[config.mk]
export PLATFORM = sky130hd
export DESIGN_NAME = rai_top
export DESIGN_NICKNAME = d
export VERILOG_FILES = /design/src/core/unused_placeholder_removed.sv /design/src/core/rai_pkg.sv /design/src/core/rai_top.sv
export VERILOG_INCLUDE_DIRS = /design/src /design/src/core
export SDC_FILE = /design/constraint.sdc
export NUM_CORES = 1
export LEC_CHECK = 0
export ABC_AREA = 1
export BUFFER_PORTS_ARGS = -buffer_cell sky130_fd_sc_hd__buf_2
export CORE_MARGIN = 1
export CORE_UTILIZATION = 62
export CTS_BUF_LIST = sky130_fd_sc_hd__clkbuf_16
export DETAILED_ROUTE_END_ITERATION = 12
export PLACE_DENSITY = 0.84
export REMOVE_ABC_BUFFERS = 1
export SYNTH_ARGS = -nofsm -noshare
export SYNTH_HDL_FRONTEND = slang
export SYNTH_SLANG_ARGS = --single-unit
[constraint.sdc]
create_clock -name ref_clk_i -period 3.9 [get_ports ref_clk_i]
set_input_delay 0.39 -clock ref_clk_i [delete_from_list [all_inputs] [get_ports ref_clk_i]]
set_output_delay 0.39 -clock ref_clk_i [all_outputs]
set_load 0.05 [all_outputs]
[src/core/rai_params.svh]
`ifndef RAI_PARAMS_SVH
`define RAI_PARAMS_SVH

// ---------------------------------------------
// register offsets
// ---------------------------------------------
`define RAI_ADR_CFG      6'h05
`define RAI_ADR_RX_EN    6'h07
`define RAI_ADR_RX_ST    6'h08
`define RAI_ADR_TX_EN    6'h0d
`define RAI_ADR_TX_ST    6'h0e
`define RAI_ADR_WK_EN    6'h1c
`define RAI_ADR_WK_ST    6'h1d
`define RAI_ADR_TX_CLR   6'h3a
`define RAI_ADR_RX_CLR   6'h3b

// ---------------------------------------------
// field positions
// ---------------------------------------------
`define RAI_CFG_POL_BIT  0
`define RAI_CFG_OPEN_BIT 1
`define RAI_WK_BIT       0
`define RAI_RX_A_LSB     0
`define RAI_RX_B_LSB     4

// ---------------------------------------------
// reset values
// ---------------------------------------------
`define RAI_CFG_RST      8'h01
`define RAI_EN_RST       8'h00
`define RAI_ST_RST       8'h00
`define RAI_WK_ST_RST    8'h01

// ---------------------------------------------
// timing
// ---------------------------------------------
`define RAI_CLK_HZ       10000000
`define RAI_OSC_START_NS 1000
`define RAI_OSC_CYC      ((`RAI_OSC_START_NS * (`RAI_CLK_HZ / 1000000) + 999) / 1000)

`endif

[src/core/unused_placeholder_removed.sv]
`timescale 1ns/1ps
`default_nettype none
`default_nettype wire

[src/core/rai_pkg.sv]
`default_nettype none
package rai_pkg;

  typedef enum logic [1:0] {
    RAI_OSC_OFF   = 2'b00,
    RAI_OSC_START = 2'b01,
    RAI_OSC_RUN   = 2'b10
  } rai_osc_e;

  typedef struct packed {
    logic [7:0] cfg;
    logic [7:0] rx_en;
    logic [7:0] rx_st;
    logic [7:0] tx_en;
    logic [7:0] tx_st;
    logic [7:0] wk_en;
    logic [7:0] wk_st;
    logic [7:0] rdata;
    logic       irq;
    logic       irq_oe;
    logic       osc_run;
    logic       ready;
    logic       wake_evt;
    rai_osc_e   osc;
    logic [7:0] cnt;
  } rai_state_s;

endpackage : rai_pkg
`default_nettype wire

[src/core/rai_top.sv]
// Local design decision: strobed register access.
`timescale 1ns/1ps
`default_nettype none
`include "rai_params.svh"

// Contract
// three groups, each separately enabled, share one interrupt output.
// in transmit mode receive events never reach the interrupt output.
// mode changes leave every enable register value untouched.
// six interrupt registers at 0x07, 0x08, 0x0d, 0x0e, 0x1c, 0x1d.
// status bits capture events regardless of their enable bits.
// interrupt output polarity chosen by a bit of register 0x05.
// output is open drain when active low, open source when high.
// oscillator held stopped while power-down input is low.
// host waits for wake event before register transfers.
// wake event raised once the oscillator has started.
// bit 0 of 0x1c enables wake; bit 0 of 0x1d shows it pending.
// reading wake status clears the pending wake event.
// four transmit events, enabled at 0x0d, status at 0x0e.
// eight receive events, four per deserializer, at 0x07 and 0x08.
// in double-rate modes deserializer B events never fire.
// host reads status to find which event raised the interrupt.
// output active while any enabled, unsuppressed status bit is set.
// host drives bypass lines in transmit bypass mode.
module rai_top
  import rai_pkg::*;
(
  // clock and reset
  input  wire logic       ref_clk_i,
  input  wire logic       sys_rst_i,
  // register port
  input  wire logic [5:0] reg_addr_i,
  input  wire logic [7:0] reg_wdata_i,
  input  wire logic       reg_wr_i,
  input  wire logic       reg_rd_i,
  output var  logic [7:0] reg_rdata_o,
  // event sources and radio mode
  input  wire logic [3:0] tx_evt_i,
  input  wire logic [7:0] rx_evt_i,
  input  wire logic       tx_mode_i,
  input  wire logic       ddr_mode_i,
  // power control
  input  wire logic       power_down_input_n_i,
  output var  logic       osc_run_o,
  output var  logic       ready_o,
  // interrupt pin
  output var  logic       irq_o,
  output var  logic       irq_oe_o
);

  // ---------------------------------------------
  // constants
  // ---------------------------------------------
  localparam logic [7:0] OSC_CYC = 8'(`RAI_OSC_CYC);
  localparam logic [7:0] WK_MASK = 8'h01 << `RAI_WK_BIT;

  // ---------------------------------------------
  // state
  // ---------------------------------------------
  rai_state_s st;
  rai_state_s next_st;

  logic [7:0] rx_set;
  logic [7:0] tx_set;
  logic [7:0] rx_clr;
  logic [7:0] tx_clr;
  logic [7:0] wk_clr;
  logic [7:0] wk_set;
  logic       pend;
  logic       hi_act;
  logic       open_mode;
  logic [7:0] rx_evt_ok;
  logic [7:0] rx_hit;
  logic [7:0] tx_hit;

  // ---------------------------------------------
  // per-bit event gating
  // ---------------------------------------------
  // each bit is gated on its own so a masked source never leaks
  // into a neighbour through a shared reduction
  for (genvar gi = 0; gi < 8; gi++)
  begin : g_bit
    // deserializer b occupies the upper nibble
    localparam bit IS_B = (gi >= `RAI_RX_B_LSB);

    // in double-rate mode b events dropped at the input, so status never records them
    assign rx_evt_ok[gi] = rx_evt_i[gi] & ~(ddr_mode_i & IS_B);

    // mode gates only the effect; the stored enable is untouched
    assign rx_hit[gi] = &{st.rx_st[gi], st.rx_en[gi], ~tx_mode_i};

    assign tx_hit[gi] = st.tx_st[gi] & st.tx_en[gi];
  end : g_bit

  // ---------------------------------------------
  // next state
  // ---------------------------------------------
  always_comb
  begin
    next_st = st;
    rx_set  = rx_evt_ok;
    tx_set  = {4'h0, tx_evt_i};
    rx_clr  = 8'h00;
    tx_clr  = 8'h00;
    wk_clr  = 8'h00;
    wk_set  = 8'h00;
    next_st.wake_evt = 1'b0;

    // -------------------------------------------
    // oscillator control
    // -------------------------------------------
    // a power-down at any point aborts the start and restarts the count
    case (st.osc)
      RAI_OSC_OFF:
      begin
        next_st.osc_run = 1'b0;
        next_st.ready   = 1'b0;
        next_st.cnt     = 8'h00;
        if (power_down_input_n_i)
        begin
          next_st.osc     = RAI_OSC_START;
          next_st.osc_run = 1'b1;
        end
      end
      RAI_OSC_START:
      begin
        if (!power_down_input_n_i)
        begin
          next_st.osc     = RAI_OSC_OFF;
          next_st.osc_run = 1'b0;
        end
        else if (st.cnt >= OSC_CYC - 8'h01)
        begin
          next_st.osc      = RAI_OSC_RUN;
          next_st.ready    = 1'b1;
          next_st.wake_evt = 1'b1;
        end
        else
        begin
          next_st.cnt = st.cnt + 8'h01;
        end
      end
      RAI_OSC_RUN:
      begin
        if (!power_down_input_n_i)
        begin
          next_st.osc     = RAI_OSC_OFF;
          next_st.osc_run = 1'b0;
          next_st.ready   = 1'b0;
        end
      end
      default:
      begin
        next_st.osc     = RAI_OSC_OFF;
        next_st.osc_run = 1'b0;
        next_st.ready   = 1'b0;
      end
    endcase

    if (st.wake_evt)
    begin
      wk_set = WK_MASK;
    end

    // -------------------------------------------
    // register writes
    // -------------------------------------------
    // status registers are not writable; a write there is dropped
    if (reg_wr_i)
    begin
      case (reg_addr_i)
        `RAI_ADR_CFG:
        begin
          next_st.cfg = reg_wdata_i;
        end
        `RAI_ADR_RX_EN:
        begin
          next_st.rx_en = reg_wdata_i;
        end
        `RAI_ADR_TX_EN:
        begin
          next_st.tx_en = reg_wdata_i;
        end
        `RAI_ADR_WK_EN:
        begin
          next_st.wk_en = reg_wdata_i;
        end
        `RAI_ADR_TX_CLR:
        begin
          tx_clr = reg_wdata_i;
        end
        `RAI_ADR_RX_CLR:
        begin
          rx_clr = reg_wdata_i;
        end
        default:
        begin
          next_st.cfg = st.cfg;
        end
      endcase
    end

    // -------------------------------------------
    // register reads
    // -------------------------------------------
    // data one cycle later, zero otherwise so idle reads are clean
    next_st.rdata = 8'h00;
    if (reg_rd_i)
    begin
      case (reg_addr_i)
        `RAI_ADR_CFG:
        begin
          next_st.rdata = st.cfg;
        end
        `RAI_ADR_RX_EN:
        begin
          next_st.rdata = st.rx_en;
        end
        `RAI_ADR_RX_ST:
        begin
          next_st.rdata = st.rx_st;
        end
        `RAI_ADR_TX_EN:
        begin
          next_st.rdata = st.tx_en;
        end
        `RAI_ADR_TX_ST:
        begin
          next_st.rdata = st.tx_st;
        end
        `RAI_ADR_WK_EN:
        begin
          next_st.rdata = st.wk_en;
        end
        `RAI_ADR_WK_ST:
        begin
          next_st.rdata = st.wk_st;
          wk_clr        = WK_MASK;
        end
        default:
        begin
          next_st.rdata = 8'h00;
        end
      endcase
    end

    // sticky status: a set in the same cycle beats a clear
    next_st.rx_st = (st.rx_st & ~rx_clr) | rx_set;
    next_st.tx_st = (st.tx_st & ~tx_clr) | tx_set;
    next_st.wk_st = ((st.wk_st & ~wk_clr) | wk_set) & WK_MASK;

    // -------------------------------------------
    // interrupt pin
    // -------------------------------------------
    // one pending term per group, then a single shared pin
    pend = (|rx_hit)
         | (|tx_hit)
         | (|(st.wk_st & st.wk_en & WK_MASK));

    hi_act    = st.cfg[`RAI_CFG_POL_BIT];
    open_mode = st.cfg[`RAI_CFG_OPEN_BIT];

    // pin level and drive
    next_st.irq = hi_act ? pend : ~pend;
    if (open_mode)
    begin
      // drives only the asserted level, pull resistor does the rest
      next_st.irq_oe = pend;
    end
    else
    begin
      next_st.irq_oe = 1'b1;
    end
  end

  // ---------------------------------------------
  // state register
  // ---------------------------------------------
  always_ff @(posedge ref_clk_i or posedge sys_rst_i)
  begin
    if (sys_rst_i)
    begin
      st          <= '0;
      st.cfg      <= `RAI_CFG_RST;
      st.rx_en    <= `RAI_EN_RST;
      st.rx_st    <= `RAI_ST_RST;
      st.tx_en    <= `RAI_EN_RST;
      st.tx_st    <= `RAI_ST_RST;
      st.wk_en    <= `RAI_EN_RST;
      st.wk_st    <= `RAI_WK_ST_RST;
      st.irq      <= 1'b0;
      st.irq_oe   <= 1'b0;
      st.osc      <= RAI_OSC_OFF;
    end
    else
    begin
      st <= next_st;
    end
  end

  // ---------------------------------------------
  // outputs
  // ---------------------------------------------
  assign reg_rdata_o = st.rdata;
  assign irq_o       = st.irq;
  assign irq_oe_o    = st.irq_oe;
  assign osc_run_o   = st.osc_run;
  assign ready_o     = st.ready;

endmodule : rai_top

`default_nettype wire

Word level (Yosys, flattened, before mapping)
Index checks and enable logic that the tools add are counted.

Register bits after elaboration: 72. Bits in latches: 0. Bits in writable memories: 0. Memory bits (read-only): 0. Input port bits: 33. Output and inout port bits: 12. Logic and storage cells: 106. Memories: 0.

Add/sub/neg operators: 1. $mul: 0. Divide/modulo/power cells: 0. $lt $le $gt $ge: 1. Eq/ne operators: 18. Shift-type cells: 0. Muxes and demuxes: 24. Bitwise gates (word level): 27. Reduce and logical (&&, ||, !) cells: 20.

Operators with widths (count): $mux W8 (7); $pmux W8 S7 (1); $reduce_and A3 Y1 (11); $eq A6 B4 Y1 const B (3); $and A8 B8 Y8 (2); $not A8 Y8 (2); $pmux W8 S2 (1); $reduce_or A8 Y1 (2); $and A1 B1 Y1 (14); $eq A6 B3 Y1 const B (2); $eq A6 B5 Y1 const B (2); $eq A6 B6 Y1 const B (2); $ne A2 B2 Y1 const B (6); $pmux W2 S3 (2); $reduce_and A2 Y1 (5); $add A8 B1 Y8 const B (1); $ge A8 B4 Y1 const B (1); $mux W1 (8); $mux W2 (4); $or A8 B4 Y8 (1); $or A8 B8 Y8 (1); $mux W4 (1); $not A1 Y1 (4); $ne A3 B3 Y1 const B (1); other kinds (5) (7).

Longest topological paths before layout
Gate-level depths: netlist of the first run.

Depth after elaboration: 7. Gate-level depth with buffers: 8. Depth with buffers taken out: 8.

Worst setup path after synthesis of the first run
OpenSTA, ideal clock, no wires.

Kind: register to register. Start: register st[0] (netlist bit). End: register st[0] (netlist bit). Library setup time: 0.065 ns. Arrival time: 1.288 ns. Required time: 3.835 ns. Path slack: 2.547 ns. Stages on the path, launching flop included: 9. Path buffers: 0. Period minus slack after synthesis: 1.353 ns. Cells stage by stage: dfrtp_1 inv_1 ha_1 inv_1 o21ai_0 nand4_2 nand2_1 nand2_1 nand2_1.

Longest elaborated chain between the ends: 4. Elaborated cells on any way between the ends: 7. Those cells by class: add/sub: 1; order compare: 1; eq/ne: 1; mux: 3; reduce/logical: 1.

RTL lines: from (decl) (RTL line rai_top.sv:60) `rai_state_s st;`; from (signal assigned) (RTL line rai_top.sv:297) `st <= next_st;`; $add A8 B1 Y8 (RTL line rai_top.sv:140) `next_st.cnt = st.cnt + 8'h01;`; $mux W8 (RTL line rai_top.sv:132) `else if (st.cnt >= OSC_CYC - 8'h01)`; $mux W8 (RTL line rai_top.sv:127) `if (!power_down_input_n_i)`; $pmux W8 S2 (RTL line rai_top.sv:113) `case (st.osc)`.

Parallel ways exist; a longest one is shown, timed or not. The select of a mux whose other input is x is not followed. A chain may end at the register's enable or synchronous reset.

Worst setup path in the final report of the first run
Start: input reg_addr_i[5]. End: register st[48] (netlist bit).

Longest elaborated chain between the ends: 2.

RTL lines: from (decl) (RTL line rai_top.sv:32) `input wire logic [5:0] reg_addr_i,`; $eq A6 B4 Y1 (RTL line rai_top.sv:171) `case (reg_addr_i)`; $reduce_and A2 Y1 (no source line).

No other way between the ends.

==> flow_metrics.py, run 1 <==
metrics = {
    "placement": {
        "port-buffer-count": 44,
        "place_hpwl_microns": 5510,
        "globalplace.congestion": 0.878,
        "place_inst": 524,
        "place_area_sq_mm": 0.00377,
    },
    "clock_tree": {
        "cts.sink_count": 72,
        "postCtsResizedCells": 0,
        "cts.clk_slew.worst_paths_ns": 0.06,
        "clk_lat_worst_skew_ns": 0.33,
        "postCtsSetupBuffers": 0,
        "clock_tree.htree_level_count": 3,
        "cts_tree": "built",
        "cts-root-buf": "clkbuf_16",
        "clk_path_buf_depth": 2,
        "cts_made_buffers": 9,
        "cts_hold_bufs": 0,
    },
    "grt": {
        "grt_start_max_net_pins": 52,
        "first_global_vias": 3012,
        "grt_residual_overflow": 0,
        "grt_antenna_before_repair": 0,
        "grt.total_usage_pct": 30.9,
        "grt_pass1_wl_microns": 14000,
    },
    "critical_path": {
        "worst-setup-path-type": "input port to register",
        "data_arrival_time_of_the_worst_path_ns": 2.07,
        "critical_path_sink_type": "register",
        "critPathLaunchType": "input port",
        "worstRegToRegCells": 8,
        "critical_path_peak_fanout": 43,
        "worst_ep_required_time_ns": 4.11,
    },
    "sta": {
        "fin_worst_skew_ns": 0.00382,
        "final_hold_viol_count": 0,
        "tightestPinTransition_ns": 0.959,
        "setup_repair_after_global_routing_missed_its_margin": "no",
        "achievable-frequency_mhz": 539,
        "timing.setup.tns_ns": 0,
        "min_period_over_period_pct": 47.6,
        "final-max-slew-violation-count": 0,
        "final_period_minus_worst_setup_slack_ns": 1.86,
        "setup_viol": 0,
        "slew_headroom_pct": 35.9,
    },
    "layout": {
        "final-seq-area_sq_mm": 0.00180,
        "final_util_pct": 73.2,
        "drive_gt1_share_pct": 20.9,
        "num-fill-cells": 420,
        "multi_input_comb_area_sq_mm": 0.00148,
        "final_area_sq_mm": 0.00408,
        "final_cell_count_no_fill": 540,
        "net_count_final": 499,
        "antenna_cells_inserted": 0,
        "area.growth.synth_to_final_pct": 13.0,
    },
    "power": {
        "power_frac_clock_pct": 43.7,
        "static-leakage-power_nw": 2.07,
        "vdd_drop_max_mv": 0.319,
        "switching_share_pct": 26.9,
        "p_seq_share_pct": 43.4,
        "power.net_switching_mw": 0.530,
        "cellInternalPower_mw": 1.44,
        "power_frac_comb_pct": 12.9,
        "power_density_mw_per_mm2": 483,
    },
    "die": {
        "coreArea_sq_mm": 0.00557,
        "vertical_die_dimension_microns": 78.3,
        "rows": 27,
        "area_of_the_die_sq_mm": 0.00614,
        "initial_cell_density_of_the_core_pct": 64.8,
        "pin_count": 45,
        "die_w_microns": 78.3,
    },
    "synth": {
        "yosysWarningCount": 0,
        "cell_count_after_synthesis": 426,
        "ys_seq_elements": 72,
        "synth_sequential_area_ratio_pct": 49.9,
        "synth.top_cells.by_area": "dfrtp_1, nand2_1, nand3_1",
        "yosysTopAreaCellShare_pct": 48.5,
        "avgSynthCellArea_sq_um": 8.48,
        "synth_top_area_cell": "dfrtp_1",
        "netlist_area_sq_mm": 0.00361,
        "synth_cell_type_count": 25,
    },
    "routing": {
        "dr_total_vias": 3120,
        "postRouteWirelength_microns": 8740,
        "detail_route.wl_per_cell_microns": 16.2,
        "drc_errors": 0,
        "count_of_nets_left_with_antenna_violations_after_detail_routing": 0,
        "viasPerCell": 5.78,
        "first_pass_iteration_count_of_the_detailed_router": 7,
        "drt_iter0_markers": 353,
    },
    "worst_hold_path": {
        "hold_path.class": "input port to async pin",
    },
    "outcome": {
        "outcome": "complete, no violations",
    },
    "job": {
        "max_cap_violations": 0,
    },
}
layout by cell type, fill, tap and decap left out, drive strengths merged:
cell,instances
clkinv,4
a21o,1
dfrtp,70
xnor2,1
nand4,9
dfstp,2
nor2,41
inv,45
nand2,107
nand3,71
buf,45
nor3,1
clkinvlp,1
ha,3
bufinv,2
xor2,1
o21ai,54
a21oi,1
clkbuf,9
worst max-delay path, cell delays in order:
cell	delay, ns
buf_2	0.13
nor2_4	0.74
nand3_2	0.51
nand2_1	0.22
o21ai_2	0.07
power groups by stage:
stage                     combinational [mW]  clock [mW]  sequential (mW)
after floorplan                        0.152           0            0.879
after global placement                 0.239           0            0.861
after detailed placement               0.249           0            0.864
after CTS                              0.252       0.867            0.854
after global routing                   0.284       0.895            0.863
final                                  0.254       0.862            0.856
layout make-up:
cell class / instances / area share (%)
flip-flops and latches: 72 / 44.2
multi-input cells: 290 / 36.2
repair buffers: 45 / 5.58
clock buffers: 9 / 5.52
inverters: 45 / 4.14
well taps: 72 / 2.21
clock inverters: 7 / 2.12
per-layer routing:
metal | global-route usage [%] | part of all wire (%)
met3 | 6.63 | 9.0
met4 | 15.9 | 2.6
met1 | 39.4 | 41
met5 | 0 | 0
met2 | 49.6 | 47
state kept, by name, indices dropped and copies added, names as in the netlist:
signal,count
st,58
osc_run_o,1
irq_oe_o,1
ready_o,1
irq_o,1
reg_rdata_o,8
open_mode,1
hi_act,1
logic make-up after synthesis:
logic type	synth area share [%]
AO/OA/AOI/OAI	9.91
AND/OR/NAND/NOR	29.5
flip-flops	49.9
XOR/XNOR	0.485
adder cells (fa/ha/maj)	1.04
buffers and inverters	9.11
per-stage QoR:
| step | hold WS, ns | worst slack [ns] | total power, mW |
|---|---|---|---|
| 2_1_floorplan | 0.405 | 1.69 | 1.03 |
| 3_3_place_gp | 0.412 | 1.83 | 1.10 |
| 3_5_place_dp | 0.413 | 1.74 | 1.11 |
| 4_1_cts | 0.0749 | 2.09 | 1.97 |
| 5_1_grt | 0.115 | 1.91 | 2.04 |
| 6_report | 0.0577 | 2.04 | 1.97 |
worst paths after layout:
| kind | startpoint | to | slack, ns |
|---|---|---|---|
| setup / recovery | reg_addr_i[5] | st[48] | 2.04 |
| hold / removal | sys_rst_i | st[62] | 0.06 |
| setup reg to reg | st[0] | st[0] | 2.19 |
| hold reg to reg | st[10] | st[23] | 0.42 |
| max in group asynchronous | sys_rst_i | st[41] | 2.84 |
| min in group ref_clk_i | tx_evt_i[2] | st[41] | 0.24 |
synthesized netlist by cell type, drive strengths merged:
library cell,number
a21o,1
a21oi,1
buf,19
dfrtp,70
dfstp,2
ha,3
inv,45
nand2,107
nand3,71
nand4,9
nor2,41
nor3,1
o21ai,54
xnor2,1
xor2,1
Note: power is estimated with default switching activity, not from simulation.
==> inputs of run 2 (changes only) <==
--- a/config.mk
+++ b/config.mk
@@ -9,10 +9,10 @@
 export ABC_AREA = 1
 export BUFFER_PORTS_ARGS = -buffer_cell sky130_fd_sc_hd__buf_2
 export CORE_MARGIN = 1
-export CORE_UTILIZATION = 62
+export CORE_UTILIZATION = 52
 export CTS_BUF_LIST = sky130_fd_sc_hd__clkbuf_16
 export DETAILED_ROUTE_END_ITERATION = 12
-export PLACE_DENSITY = 0.84
+export PLACE_DENSITY = 0.76
 export REMOVE_ABC_BUFFERS = 1
 export SYNTH_ARGS = -nofsm -noshare
 export SYNTH_HDL_FRONTEND = slang
==> constraint.sdc (replaced) <==
create_clock -name ref_clk_i -period 1.5 [get_ports ref_clk_i]
set_input_delay 0.15 -clock ref_clk_i [delete_from_list [all_inputs] [get_ports ref_clk_i]]
set_output_delay 0.15 -clock ref_clk_i [all_outputs]
set_load 0.05 [all_outputs]
==> flow_metrics.py, run 2 (same netlist as run 1, synthesis figures left out) <==
metrics = {
    "outcome": {
        "outcome": "complete, but fails checks",
        "violated_checks": "design-rule violations",
    },
    "routing": {
        "detail_route.wl_per_cell_microns": 15.2,
        "drt_iter0_markers": 239,
        "dr_total_vias": 3074,
        "drc_errors": 1,
        "count_of_nets_left_with_antenna_violations_after_detail_routing": 0,
        "viasPerCell": 5.49,
        "postRouteWirelength_microns": 8540,
        "first_pass_iteration_count_of_the_detailed_router": 9,
    },
    "critical_path": {
        "path_buf_inv": 2,
        "worstRegToRegCells": 8,
        "data_arrival_time_of_the_worst_path_ns": 1.61,
        "critical_path_peak_fanout": 7,
        "critical_path_sink_type": "register",
        "crit_path_max_incr_delay_ns": 0.40,
        "worst_ep_required_time_ns": 1.77,
        "rr_endpoint": "st[0]",
        "critical_path_cell_list": "inv_1 > ha_1 > inv_1 > o21ai_2 > nand4_4 > nand2_2 > nand2_1 > nand2_1",
        "r2r_start": "st[1]",
        "worst-setup-path-type": "register to register",
        "ff2ff_setup_slack_ns": 0.16,
        "category_of_cells_accounting_for_the_largest_share_of_critical_path_delay": "simple AND/OR/NAND/NOR gates",
        "crit_slowest_cell": "dfrtp_1",
        "critPathLaunchType": "register",
    },
    "die": {
        "rows": 30,
        "vertical_die_dimension_microns": 85.3,
        "die_w_microns": 85.3,
        "coreArea_sq_mm": 0.00676,
        "area_of_the_die_sq_mm": 0.00728,
        "pin_count": 45,
        "initial_cell_density_of_the_core_pct": 53.5,
    },
    "clock_tree": {
        "clk_path_buf_depth": 2,
        "cts_made_buffers": 9,
        "cts.clk_slew.worst_paths_ns": 0.05,
        "clk_lat_worst_skew_ns": 0.33,
        "cts-root-buf": "clkbuf_16",
        "cts.sink_count": 72,
        "cts_tree": "built",
        "clock_tree.htree_level_count": 3,
    },
    "power": {
        "p_seq_share_pct": 46.7,
        "switching_share_pct": 27.6,
        "static-leakage-power_nw": 2.12,
        "vdd_drop_max_mv": 0.778,
        "power_density_mw_per_mm2": 1140,
        "power_frac_clock_pct": 38.2,
        "power_frac_comb_pct": 15.1,
        "cellInternalPower_mw": 3.43,
        "finalPower_mw": 4.73,
        "power.net_switching_mw": 1.30,
    },
    "layout": {
        "largest_register_ffs": 58,
        "register_containing_the_most_flip_flops_in_the_final_layout": "st",
        "net_count_final": 511,
        "area.growth.synth_to_final_pct": 15.3,
        "final_cell_mix": "nand2_1, dfrtp_1, nand3_1",
        "drive_gt1_share_pct": 22.1,
        "final_util_pct": 61.7,
        "final_common_cell": "nand2_1",
        "antenna_cells_inserted": 0,
    },
    "grt": {
        "first_global_vias": 3012,
        "grt_pass1_wl_microns": 14400,
        "grt.total_usage_pct": 26.1,
        "grt_start_max_net_pins": 73,
        "grt_antenna_before_repair": 0,
        "grt_residual_overflow": 0,
    },
    "sta": {
        "achievable-frequency_mhz": 746,
        "slew_headroom_pct": 66.1,
        "min_period_over_period_pct": 89.4,
        "final_period_minus_worst_setup_slack_ns": 1.34,
        "setup_viol": 0,
        "final-max-slew-violation-count": 0,
        "setup_repair_after_global_routing_missed_its_margin": "no",
        "fin_worst_skew_ns": 0.00377,
        "tightestPinTransition_ns": 0.508,
        "final_hold_viol_count": 0,
    },
    "worst_hold_path": {
        "hold_path.class": "input port to register",
        "hold-path-cell-count": 3,
        "hold_end": "st[58]",
        "hold_path_startpoint": "rx_evt_i[3]",
    },
    "placement": {
        "globalplace.congestion": 0.805,
        "place_hpwl_microns": 5790,
        "port-buffer-count": 44,
    },
    "job": {
        "max_cap_violations": 0,
    },
}
run 2: cell count changes in the layout (fill, tap and decap cells not counted), sizes merged:
cell | previous run | this run
buf | 45 | 56
bufinv | 2 | 0
clkinv | 4 | 3
clkinvlp | 1 | 0
dlygate4sd3 | 0 | 1
inv | 45 | 49
run 2: routing by layer:
layer | routed length, microns | GRT usage [%]
met3 | 497 | 4.77
met5 | 0 | 0
met2 | 4060 | 42.4
met1 | 3730 | 33.9
met4 | 241 | 12.9
run 2: worst max-delay path by stage:
stage | startpoint | to | slack (ns) | cells after the start
2_1_floorplan | sys_rst_i | irq_o | -0.47 | 1
3_3_place_gp | st[1] | st[0] | 0.05 | 8
3_5_place_dp | st[1] | st[0] | -0.04 | 8
4_1_cts | st[1] | st[2] | 0.02 | 8
5_1_grt | st[1] | st[2] | 0.009 | 8
6_report | st[1] | st[0] | 0.16 | 8
run 2: power by group through the flow:
stage	clock, mW	sequential [mW]	combinational [mW]
after floorplan	0	2.29	0.395
after global placement	0	2.23	0.671
after detailed placement	0	2.24	0.695
after CTS	1.83	2.20	0.703
after global routing	1.92	2.22	0.806
final	1.81	2.21	0.714
run 2: worst reg2reg max path: stages (launching register included):
cell     delay, ns
dfrtp_1       0.40
inv_1         0.09
ha_1          0.14
inv_1         0.04
o21ai_2       0.17
nand4_4       0.17
nand2_2       0.15
nand2_1       0.06
nand2_1       0.06
run 2: layout make-up:
cell class                 count  area (sq um)
clock buffer                   9           225
clock inverter                 7          26.3
fill                         585          2590
inverter                      45           169
multi-input combinational    290          1500
sequential                    72          1800
tap                           80           100
timing repair buffer          57           345
run 2: metrics by stage:
step	cell area (sq um)	worst slack, ns	TNS, ns	hold WS (ns)	cells
CTS	4140	0.0215	0	0.00553	559
detailed placement	3880	-0.0449	-0.155	0.263	542
global placement	3880	0.0537	0	0.260	542
floorplan	3450	-0.472	-33.06	0.246	407
finish	4170	0.159	0	0.00747	560
global route	4170	0.00888	0	0.0141	560
run 2: repair_timing:
item,CTS,global route
gates cloned,0,0
hold buffers,1,0
hold endpoints to repair,70,0
setup endpoints to repair,5,5
buffers inserted,0,1
pin swaps,1,2
gates resized for setup,1,4
==> inputs of run 3 (changes only) <==
--- a/config.mk
+++ b/config.mk
@@ -8,11 +8,12 @@
 export LEC_CHECK = 0
 export ABC_AREA = 1
 export BUFFER_PORTS_ARGS = -buffer_cell sky130_fd_sc_hd__buf_2
+export CAP_MARGIN = 20
 export CORE_MARGIN = 1
-export CORE_UTILIZATION = 52
+export CORE_UTILIZATION = 58
 export CTS_BUF_LIST = sky130_fd_sc_hd__clkbuf_16
 export DETAILED_ROUTE_END_ITERATION = 12
-export PLACE_DENSITY = 0.76
+export PLACE_DENSITY = 0.8
 export REMOVE_ABC_BUFFERS = 1
 export SYNTH_ARGS = -nofsm -noshare
 export SYNTH_HDL_FRONTEND = slang
==> constraint.sdc (replaced) <==
create_clock -name ref_clk_i -period 1.47 [get_ports ref_clk_i]
set_input_delay 0.147 -clock ref_clk_i [delete_from_list [all_inputs] [get_ports ref_clk_i]]
set_output_delay 0.147 -clock ref_clk_i [all_outputs]
set_load 0.05 [all_outputs]
==> flow_metrics.py, run 3 (same netlist as run 1, synthesis figures left out) <==
metrics = {
    "layout": {
        "final_area_sq_mm": 0.00420,
        "num-fill-cells": 465,
        "net_count_final": 517,
        "final_common_cell": "nand2_1",
        "drive_gt1_share_pct": 23.5,
        "largest_register_ffs": 58,
        "register_containing_the_most_flip_flops_in_the_final_layout": "st",
        "final_util_pct": 70.5,
        "final_cell_mix": "nand2_1, dfrtp_1, nand3_1",
        "area.growth.synth_to_final_pct": 16.2,
        "antenna_cells_inserted": 0,
    },
    "clock_tree": {
        "cts_made_buffers": 9,
        "clk_path_buf_depth": 2,
        "cts.clk_slew.worst_paths_ns": 0.06,
        "cts.sink_count": 72,
        "clk_lat_worst_skew_ns": 0.33,
        "clock_tree.htree_level_count": 3,
        "cts_tree": "built",
        "cts-root-buf": "clkbuf_16",
    },
    "critical_path": {
        "worst-setup-path-type": "register to register",
        "worstRegToRegCells": 8,
        "ff2ff_setup_slack_ns": 0.09,
        "timing.critical_path.depth": 8,
        "path_buf_inv": 2,
        "worst_setup_path_endpoint": "st[3]",
        "crit_path_max_incr_delay_ns": 0.40,
        "critical_path_peak_fanout": 7,
        "category_of_cells_accounting_for_the_largest_share_of_critical_path_delay": "simple AND/OR/NAND/NOR gates",
        "data_arrival_time_of_the_worst_path_ns": 1.66,
        "critical_path_sink_type": "register",
        "r2r_start": "st[0]",
        "critical_path_cell_list": "inv_1 > ha_1 > inv_1 > o21ai_2 > nand4_2 > nand2_2 > nand2_1 > nand2_1",
        "crit_slowest_cell": "dfrtp_1",
        "worst_ep_required_time_ns": 1.74,
        "worst_setup_path_startpoint": "st[0]",
        "rr_endpoint": "st[3]",
        "critPathLaunchType": "register",
    },
    "die": {
        "die_w_microns": 80.9,
        "initial_cell_density_of_the_core_pct": 60.7,
        "area_of_the_die_sq_mm": 0.00655,
        "coreArea_sq_mm": 0.00596,
        "vertical_die_dimension_microns": 80.9,
        "pin_count": 45,
        "rows": 28,
    },
    "job": {
        "max_cap_violations": 0,
    },
    "worst_hold_path": {
        "hold-path-cell-count": 3,
        "hold_path.class": "input port to register",
    },
    "grt": {
        "grt.total_usage_pct": 30.3,
        "globalRouteMet1Util_pct": 38.8,
        "busiest_layer": "met2",
        "use_met3_pct": 7.53,
        "global_route.usage.met2_pct": 47.8,
        "grt_residual_overflow": 0,
        "first_global_vias": 3026,
        "grt_start_max_net_pins": 32,
        "grt_pass1_wl_microns": 14400,
        "grt_antenna_before_repair": 0,
    },
    "placement": {
        "globalplace.congestion": 0.864,
        "place_area_sq_mm": 0.00392,
        "place_hpwl_microns": 6100,
        "pre_cts_ws_ns": 0.00919,
        "port-buffer-count": 44,
    },
    "sta": {
        "tightestPinTransition_ns": 0.417,
        "hold-worst-slack_ns": 0.00398,
        "setup_viol": 0,
        "min_period_over_period_pct": 94.2,
        "final-max-slew-violation-count": 0,
        "final_period_minus_worst_setup_slack_ns": 1.38,
        "achievable-frequency_mhz": 722,
        "final_hold_viol_count": 0,
        "fin_worst_skew_ns": 0.00611,
        "slew_headroom_pct": 72.2,
        "worst_setup_slack_final_ns": 0.0852,
    },
    "routing": {
        "drc_errors": 0,
        "count_of_nets_left_with_antenna_violations_after_detail_routing": 0,
        "postRouteWirelength_microns": 9030,
        "dr_total_vias": 3199,
        "drt_iter0_markers": 240,
        "viasPerCell": 5.70,
        "detail_route.wl_per_cell_microns": 16.1,
        "first_pass_iteration_count_of_the_detailed_router": 7,
    },
    "outcome": {
        "outcome": "complete, no violations",
    },
    "power": {
        "static-leakage-power_nw": 2.15,
        "vdd_drop_max_mv": 0.703,
        "power_density_mw_per_mm2": 1170,
    },
}
==> run 3: changes by cell type in the layout (fill, tap and decap cells not counted) <==
cell / previous run / this run
buf_4: 10 / 16
clkinv_1: 3 / 1
clkinv_2: 0 / 2
nand4_2: 0 / 1
nand4_4: 1 / 0
==> run 3: report_power, final <==
part	internal, mW	switching, mW	leakage, nW
clock	1.10	0.775	0.142
combinational	0.268	0.489	1.11
sequential	2.15	0.112	0.905
total	3.52	1.38	2.15
==> run 3: cell type report <==
| cell class | instances | area (sq um) | area share [%] |
|---|---|---|---|
| clock buffer | 9 | 225 | 5.36 |
| clock inverter | 7 | 28.8 | 0.685 |
| inverter | 45 | 169 | 4.02 |
| multi-input combinational | 290 | 1490 | 35.4 |
| sequential | 72 | 1800 | 43.0 |
| tap | 75 | 93.8 | 2.23 |
| timing repair buffer | 63 | 390 | 9.30 |
==> run 3: repair_timing <==
| action | CTS | global route |
|---|---|---|
| pin swaps | 1 | 2 |
| gates resized for setup | 1 | 3 |
| hold buffers | 1 | 0 |
| setup buffers | 0 | 1 |
| setup endpoints to repair | 2 | 5 |
| hold endpoints to repair | 8 | 0 |
==> run 3: through the flow <==
| stage | std cells | TNS [ns] | power (mW) |
|---|---|---|---|
| finish | 561 | 0 | 4.89 |
| floorplan | 407 | -35.01 | 2.74 |
| CTS | 560 | 0 | 4.88 |
| global route | 561 | -0.117 | 5.10 |
| detailed placement | 543 | 0 | 3.01 |
| global placement | 543 | 0 | 2.97 |
==> run 3: how the worst min path moves through the flow <==
stage / start / to / slack, ns
4_1_cts: rx_evt_i[3] / st[58] / 0.0008
3_3_place_gp: sys_rst_i / st[7] / 0.09
2_1_floorplan: ddr_mode_i / st[61] / 0.24
6_report: tx_evt_i[2] / st[41] / 0.004
5_1_grt: rx_evt_i[0] / st[55] / 0.008
3_5_place_dp: sys_rst_i / st[7] / 0.09
==> run 3: layer usage <==
metal,up-vias,wire length [microns]
met5,-,0
met4,0,257
met3,26,684
met2,152,4290
met1,1523,3800
li1,1498,-
==> run 3: worst reg2reg max path: stages (launching register included) <==
cell and delay, ns:
dfrtp_1 0.40, inv_1 0.07, ha_1 0.14, inv_1 0.05, o21ai_2 0.14, nand4_2 0.23
nand2_2 0.18, nand2_1 0.07, nand2_1 0.06
